--- src/verilog/psu_seq_pkg.sv ---
// constants and types for the redundant supply power sequencer
// Function
// - main rail on only while on-request low
// - main off within 5 ms of release
// - main up 5 to 400 ms after request
// - outputs-good drops within 5 ms of release
// - outputs-good 100 to 500 ms after regulation
// - outputs-good low on undervoltage or dropout
// - current limit holds off outputs-good count
// - standby role sleeps on low load, bus high
// - wake bus low returns sleepers to sharing
// - role byte at D0h, byte transfers, checked
// - role codes 00h to 04h decoded
// - sleep delays 500/600/400 ms, wake order 1-2-3
// - standard role keeps others from sleeping
// - any fault resets role to 00h
// - sleep needs request, pool deasserted, role 2-4
// - sleeper wakes on bus low, keeps good, fans
// - sleeper hides faults, leaves on any fault
// - sleeper blinks green, or amber on warning
// - wake threshold on load share per position
// - active supply pulls wake-standby line on trouble
// - listed events pull the wake-standby line
// - request toggle or input loss clears latches
package psu_seq_pkg;
	localparam int CLK_CYC_PER_MS = 100_000;

	localparam int DEBOUNCE_MS    = 1;
	localparam int PSON_OFF_MAX_MS = 5;
	localparam int PSON_ON_MIN_MS = 5;
	localparam int PSON_ON_MAX_MS = 400;
	localparam int PSON_ON_MS     = 10;
	localparam int PWOK_MIN_MS    = 100;
	localparam int PWOK_MAX_MS    = 500;
	localparam int PWOK_MS        = 200;
	localparam int STBY1_MS       = 500;
	localparam int STBY2_MS       = 600;
	localparam int STBY3_MS       = 400;
	localparam int WAKE_PULSE_MS  = 10;
	localparam int BLINK_HALF_MS  = 500;

	localparam int DEBOUNCE_CYC   = DEBOUNCE_MS * CLK_CYC_PER_MS;
	localparam int PSON_ON_CYC    = PSON_ON_MS * CLK_CYC_PER_MS;
	localparam int PWOK_CYC       = PWOK_MS * CLK_CYC_PER_MS;
	localparam int STBY1_CYC      = STBY1_MS * CLK_CYC_PER_MS;
	localparam int STBY2_CYC      = STBY2_MS * CLK_CYC_PER_MS;
	localparam int STBY3_CYC      = STBY3_MS * CLK_CYC_PER_MS;
	localparam int WAKE_PULSE_CYC = WAKE_PULSE_MS * CLK_CYC_PER_MS;
	localparam int BLINK_HALF_CYC = BLINK_HALF_MS * CLK_CYC_PER_MS;

	localparam logic [7:0] ROLE_CMD_CODE = 8'hd0;
	localparam logic [7:0] ROLE_RESET    = 8'h00;
	localparam logic [7:0] ROLE_STANDARD = 8'h00;
	localparam logic [7:0] ROLE_ACTIVE   = 8'h01;
	localparam logic [7:0] ROLE_STBY1    = 8'h02;
	localparam logic [7:0] ROLE_STBY2    = 8'h03;
	localparam logic [7:0] ROLE_STBY3    = 8'h04;

	localparam logic [7:0] LOAD_OFF_LVL  = 8'h40;
	localparam logic [7:0] LOAD_ON_LVL1  = 8'h60;
	localparam logic [7:0] LOAD_ON_LVL2  = 8'h68;
	localparam logic [7:0] LOAD_ON_LVL3  = 8'h70;

	localparam logic [7:0] PEC_POLY      = 8'h07;

	typedef enum logic [2:0] {
		ST_OFF,
		ST_ON_DELAY,
		ST_RUN,
		ST_STBY_WAIT,
		ST_SMART_STBY
	} seq_state_t;
endpackage

--- src/verilog/pin_debouncer.sv ---
// two-flop synchroniser followed by a stability filter
`timescale 1ns/10ps
`default_nettype none
module pin_debouncer #(
	parameter int   STABLE_CYC = 100_000,
	parameter logic RESET_VAL  = 1'b1
) (
	input  wire logic i_clock,
	input  wire logic i_rst_n,
	input  wire logic i_async,
	output logic      o_level
);
	logic        sync1_reg;
	logic        sync2_reg;
	logic [31:0] stable_cnt_reg;

	if (STABLE_CYC < 1)
	begin : g_chk
		$error("pin_debouncer: STABLE_CYC must be at least 1");
	end

	always_ff @(posedge i_clock or negedge i_rst_n)
	begin
		if (!i_rst_n)
		begin
			sync1_reg <= RESET_VAL;
			sync2_reg <= RESET_VAL;
		end
		else
		begin
			sync1_reg <= i_async;
			sync2_reg <= sync1_reg;
		end
	end

	always_ff @(posedge i_clock or negedge i_rst_n)
	begin
		if (!i_rst_n)
		begin
			stable_cnt_reg <= 32'h0000_0000;
			o_level        <= RESET_VAL;
		end
		else if (sync2_reg == o_level)
			stable_cnt_reg <= 32'h0000_0000;
		else if (stable_cnt_reg >= 32'(STABLE_CYC - 1))
		begin
			stable_cnt_reg <= 32'h0000_0000;
			o_level        <= sync2_reg;
		end
		else
			stable_cnt_reg <= stable_cnt_reg + 32'h0000_0001;
	end
endmodule
`default_nettype wire

--- src/verilog/redundant_psu_power_sequencer.sv ---
// on/off sequencing, outputs-good timing and smart standby control
`timescale 1ns/10ps
`default_nettype none
module redundant_psu_power_sequencer
	import psu_seq_pkg::*;
#(
	parameter int DEB_CYC   = DEBOUNCE_CYC,
	parameter int ON_CYC    = PSON_ON_CYC,
	parameter int GOOD_CYC  = PWOK_CYC,
	parameter int SLP1_CYC  = STBY1_CYC,
	parameter int SLP2_CYC  = STBY2_CYC,
	parameter int SLP3_CYC  = STBY3_CYC,
	parameter int WAKE_CYC  = WAKE_PULSE_CYC,
	parameter int BLINK_CYC = BLINK_HALF_CYC
) (
	input  wire logic       i_clock,
	input  wire logic       i_resetn,
	input  wire logic       i_remote_on_input_n,
	input  wire logic       i_redundancy_pool_n,
	input  wire logic       i_wake_bus_in,
	output logic            o_wake_bus_out,
	output logic            o_wake_bus_oe,
	input  wire logic       i_wake_standby_n_in,
	output logic            o_wake_standby_n_out,
	output logic            o_wake_standby_n_oe,
	input  wire logic       i_rails_in_regulation,
	input  wire logic       i_current_limit,
	input  wire logic       i_input_dropout,
	input  wire logic       i_oc_warning,
	input  wire logic       i_oc_fault,
	input  wire logic       i_overvoltage_trip,
	input  wire logic       i_undervoltage_trip,
	input  wire logic       i_short_fault,
	input  wire logic       i_ot_fault,
	input  wire logic       i_fan_fault,
	input  wire logic       i_input_lost,
	input  wire logic       i_warning,
	input  wire logic [7:0] i_load_share,
	input  wire logic [6:0] i_smbus_addr,
	input  wire logic       i_cmd_valid,
	input  wire logic       i_cmd_is_read,
	input  wire logic [7:0] i_cmd_code,
	input  wire logic [7:0] i_cmd_data,
	input  wire logic [7:0] i_cmd_pec,
	output logic            o_cmd_done,
	output logic            o_cmd_ack,
	output logic [7:0]      o_rsp_data,
	output logic [7:0]      o_rsp_pec,
	output logic            o_main_enable,
	output logic            o_standby_rail_enable,
	output logic            o_outputs_good,
	output logic            o_fan_enable,
	output logic            o_led_green,
	output logic            o_led_amber,
	output logic            o_fault_report,
	output logic            o_smart_standby,
	output logic [7:0]      o_role
);
	if (DEB_CYC < 1 || ON_CYC < 1 || GOOD_CYC < 1 || SLP1_CYC < 1 || SLP2_CYC < 1 ||
		SLP3_CYC < 1 || WAKE_CYC < 1 || BLINK_CYC < 1)
	begin : g_chk
		$error("redundant_psu_power_sequencer: every count must be at least 1");
	end

	function automatic logic [7:0] crc8(input logic [7:0] crc, input logic [7:0] data);
		logic [7:0] c;
		c = crc ^ data;
		for (int i = 0; i < 8; i++)
			c = c[7] ? ((c << 1) ^ PEC_POLY) : (c << 1);
		return c;
	endfunction

	function automatic logic is_sleeper(input logic [7:0] role);
		return (role == ROLE_STBY1) || (role == ROLE_STBY2) || (role == ROLE_STBY3);
	endfunction

	function automatic logic [31:0] sleep_delay(input logic [7:0] role);
		if (role == ROLE_STBY1)
			return 32'(SLP1_CYC);
		else if (role == ROLE_STBY2)
			return 32'(SLP2_CYC);
		else
			return 32'(SLP3_CYC);
	endfunction

	function automatic logic [7:0] wake_level(input logic [7:0] role);
		if (role == ROLE_STBY1)
			return LOAD_ON_LVL1;
		else if (role == ROLE_STBY2)
			return LOAD_ON_LVL2;
		else
			return LOAD_ON_LVL3;
	endfunction

	logic        rst_sync1_reg;
	logic        rst_n;
	logic        pson_n_db;
	logic        pool_n_db;
	logic        wake_bus_db;
	logic        wake_stby_n_db;
	logic        on_req;
	logic        on_req_d_reg;
	logic        on_fall;
	logic        shut_latch_reg;
	logic        fault_any;
	logic        main_allowed;
	logic        smart_ok;
	logic        load_low;
	logic        load_high;
	logic        write_ok;
	logic        write_pec_ok;
	logic [7:0]  write_pec;
	logic [7:0]  role_reg;
	seq_state_t  state_reg;
	seq_state_t  state_next;
	logic [31:0] seq_cnt_reg;
	logic [31:0] seq_cnt_next;
	logic [31:0] good_cnt_reg;
	logic [31:0] wake_cnt_reg;
	logic [31:0] blink_cnt_reg;
	logic        blink_reg;
	logic        wake_level_trig;

	// reset release through two flops
	always_ff @(posedge i_clock or negedge i_resetn)
	begin
		if (!i_resetn)
		begin
			rst_sync1_reg <= 1'b0;
			rst_n         <= 1'b0;
		end
		else
		begin
			rst_sync1_reg <= 1'b1;
			rst_n         <= rst_sync1_reg;
		end
	end

	pin_debouncer #(.STABLE_CYC(DEB_CYC), .RESET_VAL(1'b1)) u_pson_db (
		.i_clock (i_clock),
		.i_rst_n (rst_n),
		.i_async (i_remote_on_input_n),
		.o_level (pson_n_db)
	);

	pin_debouncer #(.STABLE_CYC(DEB_CYC), .RESET_VAL(1'b1)) u_pool_db (
		.i_clock (i_clock),
		.i_rst_n (rst_n),
		.i_async (i_redundancy_pool_n),
		.o_level (pool_n_db)
	);

	pin_debouncer #(.STABLE_CYC(DEB_CYC), .RESET_VAL(1'b1)) u_wake_bus_db (
		.i_clock (i_clock),
		.i_rst_n (rst_n),
		.i_async (i_wake_bus_in),
		.o_level (wake_bus_db)
	);

	pin_debouncer #(.STABLE_CYC(DEB_CYC), .RESET_VAL(1'b1)) u_wake_stby_db (
		.i_clock (i_clock),
		.i_rst_n (rst_n),
		.i_async (i_wake_standby_n_in),
		.o_level (wake_stby_n_db)
	);

	assign on_req    = ~pson_n_db;
	assign on_fall   = on_req_d_reg & ~on_req;
	assign fault_any = i_oc_fault | i_overvoltage_trip | i_short_fault | i_ot_fault | i_fan_fault | i_input_lost;
	assign main_allowed = on_req & ~shut_latch_reg & ~i_ot_fault & ~i_input_lost;
	// sleep is allowed only with request, free pool, sleeper role, quiet bus
	assign smart_ok = on_req & pool_n_db & is_sleeper(role_reg) & wake_bus_db & wake_stby_n_db &
		~fault_any;
	assign load_low  = i_load_share < LOAD_OFF_LVL;
	assign load_high = i_load_share > wake_level(role_reg);

	always_ff @(posedge i_clock or negedge rst_n)
	begin
		if (!rst_n)
			on_req_d_reg <= 1'b0;
		else
			on_req_d_reg <= on_req;
	end

	// latched shutdowns; a new trip wins over the clear
	always_ff @(posedge i_clock or negedge rst_n)
	begin
		if (!rst_n)
			shut_latch_reg <= 1'b0;
		else if (i_oc_fault | i_overvoltage_trip | i_short_fault)
			shut_latch_reg <= 1'b1;
		else if (on_fall | i_input_lost)
			shut_latch_reg <= 1'b0;
	end

	always_comb
	begin
		state_next   = state_reg;
		seq_cnt_next = seq_cnt_reg + 32'h0000_0001;
		case (state_reg)
			ST_OFF:
			begin
				seq_cnt_next = 32'h0000_0000;
				if (main_allowed)
					state_next = ST_ON_DELAY;
			end
			ST_ON_DELAY:
			begin
				if (!main_allowed)
					state_next = ST_OFF;
				else if (seq_cnt_reg >= 32'(ON_CYC - 1))
				begin
					state_next   = ST_RUN;
					seq_cnt_next = 32'h0000_0000;
				end
			end
			ST_RUN:
			begin
				seq_cnt_next = 32'h0000_0000;
				if (!main_allowed)
					state_next = ST_OFF;
				else if (smart_ok && load_low)
					state_next = ST_STBY_WAIT;
			end
			ST_STBY_WAIT:
			begin
				if (!main_allowed)
					state_next = ST_OFF;
				else if (!(smart_ok && load_low))
				begin
					state_next   = ST_RUN;
					seq_cnt_next = 32'h0000_0000;
				end
				else if (seq_cnt_reg >= sleep_delay(role_reg) - 32'h0000_0001)
				begin
					state_next   = ST_SMART_STBY;
					seq_cnt_next = 32'h0000_0000;
				end
			end
			ST_SMART_STBY:
			begin
				seq_cnt_next = 32'h0000_0000;
				if (!main_allowed)
					state_next = ST_OFF;
				else if (!smart_ok || load_high)
					state_next = ST_RUN;
			end
			default:
			begin
				state_next   = ST_OFF;
				seq_cnt_next = 32'h0000_0000;
			end
		endcase
	end

	always_ff @(posedge i_clock or negedge rst_n)
	begin
		if (!rst_n)
		begin
			state_reg   <= ST_OFF;
			seq_cnt_reg <= 32'h0000_0000;
		end
		else
		begin
			state_reg   <= state_next;
			seq_cnt_reg <= seq_cnt_next;
		end
	end

	always_ff @(posedge i_clock or negedge rst_n)
	begin
		if (!rst_n)
		begin
			o_main_enable   <= 1'b0;
			o_smart_standby <= 1'b0;
			o_fan_enable    <= 1'b0;
			o_fault_report  <= 1'b0;
		end
		else
		begin
			o_main_enable   <= (state_next == ST_RUN) || (state_next == ST_STBY_WAIT);
			o_smart_standby <= state_next == ST_SMART_STBY;
			o_fan_enable    <= state_next != ST_OFF;
			o_fault_report  <= fault_any && (state_reg != ST_SMART_STBY);
		end
	end

	// outputs-good delay; current limit holds the count at its start
	always_ff @(posedge i_clock or negedge rst_n)
	begin
		if (!rst_n)
		begin
			o_outputs_good <= 1'b0;
			good_cnt_reg   <= 32'h0000_0000;
		end
		else if (!on_req || i_input_dropout || !main_allowed)
		begin
			o_outputs_good <= 1'b0;
			good_cnt_reg   <= 32'h0000_0000;
		end
		else if (state_reg == ST_SMART_STBY)
			o_outputs_good <= o_outputs_good;
		else if (!i_rails_in_regulation || !o_main_enable)
		begin
			o_outputs_good <= 1'b0;
			good_cnt_reg   <= 32'h0000_0000;
		end
		else if (!o_outputs_good)
		begin
			if (good_cnt_reg == 32'h0000_0000 && i_current_limit)
				good_cnt_reg <= 32'h0000_0000;
			else if (good_cnt_reg >= 32'(GOOD_CYC - 1))
				o_outputs_good <= 1'b1;
			else
				good_cnt_reg <= good_cnt_reg + 32'h0000_0001;
		end
	end

	assign write_pec    = crc8(crc8(crc8(8'h00, {i_smbus_addr, 1'b0}), i_cmd_code), i_cmd_data);
	assign write_pec_ok = write_pec == i_cmd_pec;
	assign write_ok     = i_cmd_valid && !i_cmd_is_read && (i_cmd_code == ROLE_CMD_CODE) &&
		write_pec_ok && (i_cmd_data <= ROLE_STBY3);

	// role byte; a fault in the same cycle as a write wins
	always_ff @(posedge i_clock or negedge rst_n)
	begin
		if (!rst_n)
			role_reg <= ROLE_RESET;
		else if (fault_any)
			role_reg <= ROLE_RESET;
		else if (write_ok)
			role_reg <= i_cmd_data;
	end

	assign o_role = role_reg;

	always_ff @(posedge i_clock or negedge rst_n)
	begin
		if (!rst_n)
		begin
			o_cmd_done <= 1'b0;
			o_cmd_ack  <= 1'b0;
			o_rsp_data <= 8'h00;
			o_rsp_pec  <= 8'h00;
		end
		else
		begin
			o_cmd_done <= i_cmd_valid;
			if (i_cmd_valid && i_cmd_is_read)
			begin
				o_cmd_ack  <= i_cmd_code == ROLE_CMD_CODE;
				o_rsp_data <= (i_cmd_code == ROLE_CMD_CODE) ? role_reg : 8'h00;
				o_rsp_pec  <= crc8(crc8(crc8(crc8(8'h00, {i_smbus_addr, 1'b0}), i_cmd_code),
					{i_smbus_addr, 1'b1}), (i_cmd_code == ROLE_CMD_CODE) ? role_reg : 8'h00);
			end
			else if (i_cmd_valid)
				o_cmd_ack <= write_ok;
		end
	end

	// wake-standby line: level troubles while active, stretched events
	assign wake_level_trig = o_main_enable && (i_oc_warning || i_oc_fault || i_overvoltage_trip ||
		i_undervoltage_trip || i_ot_fault || i_fan_fault || i_input_lost);

	always_ff @(posedge i_clock or negedge rst_n)
	begin
		if (!rst_n)
			wake_cnt_reg <= 32'h0000_0000;
		else if ((write_ok && i_cmd_data == ROLE_STANDARD) || on_fall || (o_main_enable && !main_allowed))
			wake_cnt_reg <= 32'(WAKE_CYC);
		else if (wake_cnt_reg != 32'h0000_0000)
			wake_cnt_reg <= wake_cnt_reg - 32'h0000_0001;
	end

	always_ff @(posedge i_clock or negedge rst_n)
	begin
		if (!rst_n)
		begin
			o_wake_standby_n_oe <= 1'b0;
			o_wake_bus_oe       <= 1'b0;
		end
		else
		begin
			o_wake_standby_n_oe <= wake_level_trig || (wake_cnt_reg != 32'h0000_0000);
			// standard role holds the wake bus low so nobody sleeps
			o_wake_bus_oe <= (role_reg == ROLE_STANDARD) && o_main_enable;
		end
	end

	assign o_wake_standby_n_out  = 1'b0;
	assign o_wake_bus_out        = 1'b0;
	assign o_standby_rail_enable = 1'b1;

	always_ff @(posedge i_clock or negedge rst_n)
	begin
		if (!rst_n)
		begin
			blink_cnt_reg <= 32'h0000_0000;
			blink_reg     <= 1'b0;
		end
		else if (blink_cnt_reg >= 32'(BLINK_CYC - 1))
		begin
			blink_cnt_reg <= 32'h0000_0000;
			blink_reg     <= ~blink_reg;
		end
		else
			blink_cnt_reg <= blink_cnt_reg + 32'h0000_0001;
	end

	always_ff @(posedge i_clock or negedge rst_n)
	begin
		if (!rst_n)
		begin
			o_led_green <= 1'b0;
			o_led_amber <= 1'b0;
		end
		else if (fault_any || shut_latch_reg)
		begin
			o_led_green <= 1'b0;
			o_led_amber <= 1'b1;
		end
		else if (i_warning)
		begin
			o_led_green <= 1'b0;
			o_led_amber <= blink_reg;
		end
		else if (state_reg == ST_SMART_STBY || state_reg == ST_OFF)
		begin
			o_led_green <= blink_reg;
			o_led_amber <= 1'b0;
		end
		else
		begin
			o_led_green <= o_outputs_good;
			o_led_amber <= 1'b0;
		end
	end
endmodule
`default_nettype wire

--- config.mk ---
export PLATFORM = sky130hd
export DESIGN_NAME = redundant_psu_power_sequencer
export DESIGN_NICKNAME = d
export VERILOG_FILES = /design/src/verilog/psu_seq_pkg.sv /design/src/verilog/pin_debouncer.sv /design/src/verilog/redundant_psu_power_sequencer.sv
export SDC_FILE = /design/constraint.sdc
export NUM_CORES = 1
export LEC_CHECK = 0
export ABC_AREA = 1
export CAP_MARGIN = 5
export CORE_AREA = 2 2 259 261
export CTS_CLUSTER_DIAMETER = 120
export DETAILED_ROUTE_END_ITERATION = 8
export DIE_AREA = 0 0 261 263
export DONT_BUFFER_PORTS = 1
export GPL_ROUTABILITY_DRIVEN = 0
export PLACE_DENSITY_LB_ADDON = 0.25
export SKIP_CTS_REPAIR_TIMING = 1
export SLEW_MARGIN = 10
export SYNTH_ARGS = -nofsm -noshare
export SYNTH_HDL_FRONTEND = slang
export SYNTH_SLANG_ARGS = --single-unit
--- constraint.sdc ---
create_clock -name i_clock -period 13.1 [get_ports i_clock]
set_input_delay 1.31 -clock i_clock [delete_from_list [all_inputs] [get_ports i_clock]]
set_output_delay 1.31 -clock i_clock [all_outputs]
set_load 0.02 [all_outputs]
## Word-level counts from Yosys, hierarchy flattened

Index checks and enable logic that the tools add are counted.
Widths: inputs -> output; s select.

- Flip-flop bits (word level): 311
- Input bits: 59

- Add/subtract/negate cells: 9
- Magnitude comparators: 11
- Equal/unequal tests: 20
- Mux-type cells: 99
- Bitwise gates (word level): 69
- Reductions and logical operators: 50

Operator list:

| cell | count |
|---|---|
| $mux 32 | 26 |
| $add 32x1->32 const B | 7 |
| $mux 3 | 50 |
| $ge 32x17->1 const B | 4 |
| $not 3->3 | 40 |
| $pmux 32 s2 | 1 |
| $sub 32x1->32 const B | 2 |
| $ge 32x20->1 const B | 1 |
| $ge 32x25->1 const B | 1 |
| $ge 32x26->1 const B | 1 |
| $ge 32x32->1 | 1 |
| $logic_not 32->1 | 1 |
| $mux 8 | 4 |
| $reduce_bool 32->1 | 1 |
| $xor 8x8->8 | 4 |
| $mux 25 | 1 |
| $logic_or 1x1->1 | 18 |
| $eq 8x2->1 const B | 2 |
| $logic_not 8->1 | 2 |
| $mux 1 | 15 |
| $pmux 3 s5 | 1 |
| $eq 3x2->1 const B | 4 |
| $logic_and 1x1->1 | 12 |
| $not 1->1 | 10 |
| 22 further kinds | 49 |

## Longest topological paths before layout

- Word-level depth: 67
- Mapped depth: 25

## By module

A second synthesis with hierarchy kept.

- Cells, all modules: 2145
- Area, all modules: 17038.8 um^2

Modules (own cells, without submodules):

| module | instances | cells each | area an instance (um^2) | seq. area each (um^2) |
|---|---|---|---|---|
| redundant_psu_power_sequencer | 1 | 1573 | 11323.4 | 4279.1 |
| pin_debouncer | 4 | 143 | 1428.9 | 879.6 |

## Worst setup path after synthesis

Ideal clock, no wire load.

- Path type: flip-flop to flip-flop
- Start point: register role_reg[5], in the netlist o_role[5]
- End point: register seq_cnt_reg[18]
- Library setup time: 0.063 ns
- Data arrival time: 3.333 ns
- Data required time: 13.037 ns
- Path slack: 9.704 ns
- Stages on the path, launching flop included: 19
- Buffers on the path: 2
- Cells stage by stage: dfrtp_1 > nor4_1 > inv_1 > nor3_1 > inv_1 > ha_1 > a21oi_1 > o21ai_0 > o211ai_1 > a21oi_1 > o21ai_0 > nand3_1 > o21ai_0 > inv_1 > o21ai_0 > buf_2 > buf_2 > nand3_1 > inv_1

- Longest elaborated chain between the ends: 12

Ends and longest elaborated chain:

| item | RTL line | source |
|---|---|---|
| start, declared | redundant_psu_power_sequencer.sv:113 | `logic [7:0] role_reg;` |
| start signal, assigned | redundant_psu_power_sequencer.sv:332 | `role_reg <= i_cmd_data;` |
| $eq 8x2->1 | redundant_psu_power_sequencer.sv:74, redundant_psu_power_sequencer.sv:80 |  |
| $mux 25 | redundant_psu_power_sequencer.sv:80 | `else if (role == ROLE_STBY2)` |
| $mux 32 | redundant_psu_power_sequencer.sv:78 | `if (role == ROLE_STBY1)` |
| $mux 32 | redundant_psu_power_sequencer.sv:229 | `else if (!(smart_ok && load_low))` |
| $mux 32 | redundant_psu_power_sequencer.sv:227 | `if (!main_allowed)` |
| $mux 32 | redundant_psu_power_sequencer.sv:200 | `case (state_reg)` |
| $sub 32x1->32 | redundant_psu_power_sequencer.sv:234 | `else if (seq_cnt_reg >= sleep_delay(role_reg) - 32'h0000_0001)` |
| $ge 32x32->1 | redundant_psu_power_sequencer.sv:234 |  |
| $mux 32 | redundant_psu_power_sequencer.sv:234 |  |
| $mux 32 * | redundant_psu_power_sequencer.sv:229 |  |
| $mux 32 * | redundant_psu_power_sequencer.sv:227 |  |
| $pmux 32 s2 * | redundant_psu_power_sequencer.sv:200 |  |
| via seq_cnt_next[18] | redundant_psu_power_sequencer.sv:117 | `logic [31:0] seq_cnt_next;` |
| end signal, assigned | redundant_psu_power_sequencer.sv:266 | `seq_cnt_reg <= seq_cnt_next;` |
| end, declared | redundant_psu_power_sequencer.sv:116 | `logic [31:0] seq_cnt_reg;` |

The timed path passes the listed nets; every way through them passes the cells marked *. The select of a mux whose other input is x is not followed.
A chain may end at the register's enable or synchronous reset.

## Final worst setup path

- Start point: register role_reg[5], in the netlist o_role[5]
- End point: register seq_cnt_reg[28]

The elaborated chain is that of the path after synthesis.

==> impl_metrics.json <==
{
  "drtAntennaViolNets": 0,
  "rsz0062_at_grt": "false",
  "muxShareOfSynthArea_pct": 0.1304,
  "tritoncts": "built",
  "numCtsBuffers": 40,
  "max_clock_freq_mhz": 231.5,
  "finalSetupViolations": 0,
  "area_of_combinational_cells_with_multiple_inputs_mm2": 0.007513,
  "post-route-period-util_pct": 32.97,
  "cts_num_sinks": 311,
  "clockRootBuffer": "sky130_fd_sc_hd__clkbuf_16",
  "syn_area_per_cell_um2": 7.902,
  "ios": 97,
  "synth_area_leaders": "sky130_fd_sc_hd__dfrtp_1 46%, sky130_fd_sc_hd__nand2_1 9.9%, sky130_fd_sc_hd__inv_1 6.7%",
  "via_per_inst": 4.368,
  "synthDominantCellAreaShare_pct": 45.87,
  "starting_density_of_the_core_pct": 24.85,
  "synthesis.yosys.warnings": 0,
  "syn_area_mm2": 0.01631,
  "worst_slew_pin_slew_ns": 0.9951,
  "floorplan.core_area_mm2": 0.06563,
  "place.port_buffers": 0,
  "total_routing_resource_utilization_after_global_routing_pct": 11.83,
  "crit_path_cell_trace": "nor4_1 -> inv_1 -> nor3_1 -> inv_1 -> ha_1 -> a21oi_1 -> o21ai_0 -> o211ai_1 -> a21oi_1 -> o21ai_0 -> nand3_1 -> o21ai_0 -> inv_1 -> o21ai_1 -> buf_4 -> o21ai_0 -> nor2_1",
  "maximum_fanout_along_the_worst_path": 29,
  "die_y_um": 263,
  "cts_max_level": 2,
  "path_clk_slew_ns": 0.06,
  "post_drt_wl_per_cell_um": 13.03,
  "drtIter0Drc": 810,
  "timing.critical_path.arrival_ns": 4.81,
  "area.sequential_mm2": 0.007801,
  "synth-edff-count": 0,
  "worstPathRequired_ns": 13.59,
  "num-fill-cells": 7039,
  "drtPass1Iterations": 5,
  "final_core_utilization_pct": 28.87,
  "floorplan.rows": 94,
  "grt_max_degree": 154,
  "synth.largest_area_cell": "sky130_fd_sc_hd__dfrtp_1",
  "final_hold_viol_count": 0,
  "endpoint_kind": "flip-flop",
  "power.leakage_nw": 8.750,
  "synth_ff_type": "sky130_fd_sc_hd__dfrtp_1",
  "insertion_delay_ns": 0.56,
  "hold_path.class": "reg2reg",
  "synth_cells": 2064,
  "worst_hold_slack_ns": 0.3471,
  "vias_in_the_first_global_route": 13110,
  "crit_path_max_incr_delay_ns": 0.70,
  "cts_max_path_buffers": 3,
  "synthArstFlopShare_pct": 100.0,
  "post_route_cells_drive_above_1_share_pct": 7.446,
  "path_class": "reg2reg",
  "synth_adder_area_share_pct": 2.148,
  "p_per_area_mw_per_mm2": 133.0,
  "grt_antenna_before_repair": 2,
  "outcome": "finished clean",
  "critical_path.most_common_cell": "sky130_fd_sc_hd__o21ai_0",
  "routed_wl_mm": 39.77,
  "overflow": 0,
  "post_synth_and_or_nand_nor_area_fraction_pct": 32.49,
  "synth-seq-cells": 311,
  "seq_area_frac_synth_pct": 47.81,
  "fin_skew_ns": 0.02933,
  "design.die.area_mm2": 0.06864,
  "detailed_place_hpwl_mm": 29.51,
  "antennaDiodeCount": 0,
  "start_kind": "flip-flop",
  "grt_first_pass_wirelength_mm": 66.35,
  "max_cap_viol_count": 0,
  "cp_num_buf_inv": 4,
  "yosysUniqueCellTypes": 51,
  "synth-xor-area-share_pct": 4.196,
  "cpLargestDelayFamily": "simple AND/OR/NAND/NOR gates",
  "fp.dieW_um": 261,
  "finalSetupTns_ns": 0,
  "vdd_ir_drop_max_v": 0.00007674,
  "synth-compound-area-share_pct": 5.469,
  "critPathSlowestCell": "sky130_fd_sc_hd__nor3_1",
  "final.min_clock_period_ns": 4.320,
  "routed-via-count": 13330,
  "area.growth.synth_to_final_pct": 16.18,
  "synth_top_family_by_area": "simple AND/OR/NAND/NOR gates",
  "detail_route.drc_violations": 0,
  "final_count_of_pins_violating_max_slew": 0,
  "final_net_count": 2245,
  "timing.max_slew.rel_slack_pct": 33.46
}
## cell usage in the layout, fill, tap and decap left out, types with 4 or more instances in the layout
master,count
sky130_fd_sc_hd__ha_1,28
sky130_fd_sc_hd__and3_1,5
sky130_fd_sc_hd__xnor2_1,29
sky130_fd_sc_hd__nor2_1,269
sky130_fd_sc_hd__or2_2,4
sky130_fd_sc_hd__nor3b_1,27
sky130_fd_sc_hd__dfrtp_1,298
sky130_fd_sc_hd__nand3_1,195
sky130_fd_sc_hd__inv_1,290
sky130_fd_sc_hd__nand4_1,37
sky130_fd_sc_hd__xor2_1,46
sky130_fd_sc_hd__nor2_2,24
sky130_fd_sc_hd__nand2_2,23
sky130_fd_sc_hd__a211oi_1,8
sky130_fd_sc_hd__clkbuf_16,40
sky130_fd_sc_hd__o211ai_1,6
sky130_fd_sc_hd__conb_1,71
sky130_fd_sc_hd__o21ai_0,57
sky130_fd_sc_hd__buf_4,4
sky130_fd_sc_hd__nand3b_1,14
sky130_fd_sc_hd__clkbuf_1,4
sky130_fd_sc_hd__nand2_1,431
sky130_fd_sc_hd__bufinv_16,5
sky130_fd_sc_hd__nor4_1,35
sky130_fd_sc_hd__inv_2,10
sky130_fd_sc_hd__nor3_1,87
sky130_fd_sc_hd__clkinv_2,10
sky130_fd_sc_hd__a21oi_1,62
sky130_fd_sc_hd__dfstp_2,12
sky130_fd_sc_hd__clkbuf_8,6
## cell type report
cell class / count / share of cell area (%)
tap: 864 / 5.705
inverter: 301 / 5.962
timing repair buffer: 5 / 0.2641
multi-input combinational: 1499 / 39.65
clock inverter: 23 / 1.453
clock buffer: 50 / 5.797
sequential: 311 / 41.17
## synth_stat cells (4+ instances only)
master and n:
sky130_fd_sc_hd__xor2_1 46, sky130_fd_sc_hd__o211ai_1 6, sky130_fd_sc_hd__nand2_1 431, sky130_fd_sc_hd__a211oi_1 8, sky130_fd_sc_hd__a21oi_1 62, sky130_fd_sc_hd__inv_2 10
sky130_fd_sc_hd__nand2_2 23, sky130_fd_sc_hd__or2_2 4, sky130_fd_sc_hd__dfrtp_1 299, sky130_fd_sc_hd__nor2_1 269, sky130_fd_sc_hd__nor3b_1 27, sky130_fd_sc_hd__nor3_1 87
sky130_fd_sc_hd__nand3_1 195, sky130_fd_sc_hd__inv_1 290, sky130_fd_sc_hd__ha_1 28, sky130_fd_sc_hd__nor4_1 35, sky130_fd_sc_hd__nor2_2 24, sky130_fd_sc_hd__xnor2_1 29
sky130_fd_sc_hd__dfstp_2 12, sky130_fd_sc_hd__and3_1 5, sky130_fd_sc_hd__nand4_1 37, sky130_fd_sc_hd__clkbuf_1 15, sky130_fd_sc_hd__o21ai_0 58, sky130_fd_sc_hd__nand3b_1 14
## worst register-to-register path, stage by stage, from the launching register on
cell and delay (ns):
sky130_fd_sc_hd__dfrtp_1 0.47, sky130_fd_sc_hd__nor4_1 0.48, sky130_fd_sc_hd__inv_1 0.16, sky130_fd_sc_hd__nor3_1 0.71
sky130_fd_sc_hd__inv_1 0.23, sky130_fd_sc_hd__ha_1 0.35, sky130_fd_sc_hd__a21oi_1 0.15, sky130_fd_sc_hd__o21ai_0 0.09
sky130_fd_sc_hd__o211ai_1 0.20, sky130_fd_sc_hd__a21oi_1 0.09, sky130_fd_sc_hd__o21ai_0 0.39, sky130_fd_sc_hd__nand3_1 0.12
sky130_fd_sc_hd__o21ai_0 0.13, sky130_fd_sc_hd__inv_1 0.06, sky130_fd_sc_hd__o21ai_1 0.07, sky130_fd_sc_hd__buf_4 0.33
sky130_fd_sc_hd__o21ai_0 0.15, sky130_fd_sc_hd__nor2_1 0.11
## metal layers
metal	global-route usage, %	wire, µm
met1	15.31	18210
met2	19.16	18080
met5	0	27
met4	3.885	1249
met3	3.052	2207
## final timing paths
check / from / endpoint / slack [ns] / cells after the start
worst max-delay path: o_role[5] / seq_cnt_reg[28] / 8.78 / 17
max in group asynchronous: rst_n / seq_cnt_reg[12] / 11.42 / 1
worst min-delay path: rst_sync1_reg / rst_n / 0.35 / 0
worst min register to register: rst_sync1_reg / rst_n / 0.35 / 0
min in group asynchronous: rst_n / u_wake_bus_db.stable_cnt_reg[0] / 0.38 / 0
worst max register to register: o_role[5] / seq_cnt_reg[28] / 8.78 / 17
## where the power goes
part           internal (mW)  leakage, nW  switching (mW)
logic                  0.111         4.01           0.225
clock network          0.698        0.680           0.440
registers               1.00         4.06          0.0458
## metrics by stage
| step | total power, mW | setup slack (ns) | std cells | cell area [µm²] |
|---|---|---|---|---|
| floorplan | 1.328 | 3.812 | 2133 | 16570 |
| global placement | 1.396 | 8.858 | 2980 | 17580 |
| detailed placement | 1.401 | 8.624 | 2980 | 17580 |
| CTS | 2.575 | 8.742 | 3053 | 18950 |
| global route | 2.665 | 8.302 | 3053 | 18950 |
| finish | 2.520 | 8.780 | 3053 | 18950 |
## cells by family after synthesis
group                      Yosys count
buffers and inverters              323
DFF                                311
muxes                                2
other                                2
adders and majority gates           28
and+or+nand+nor                   1165
AOI/OAI and AO/OA                  157
xor gates and xnor gates            76
Power figures use the tool's default switching activity.
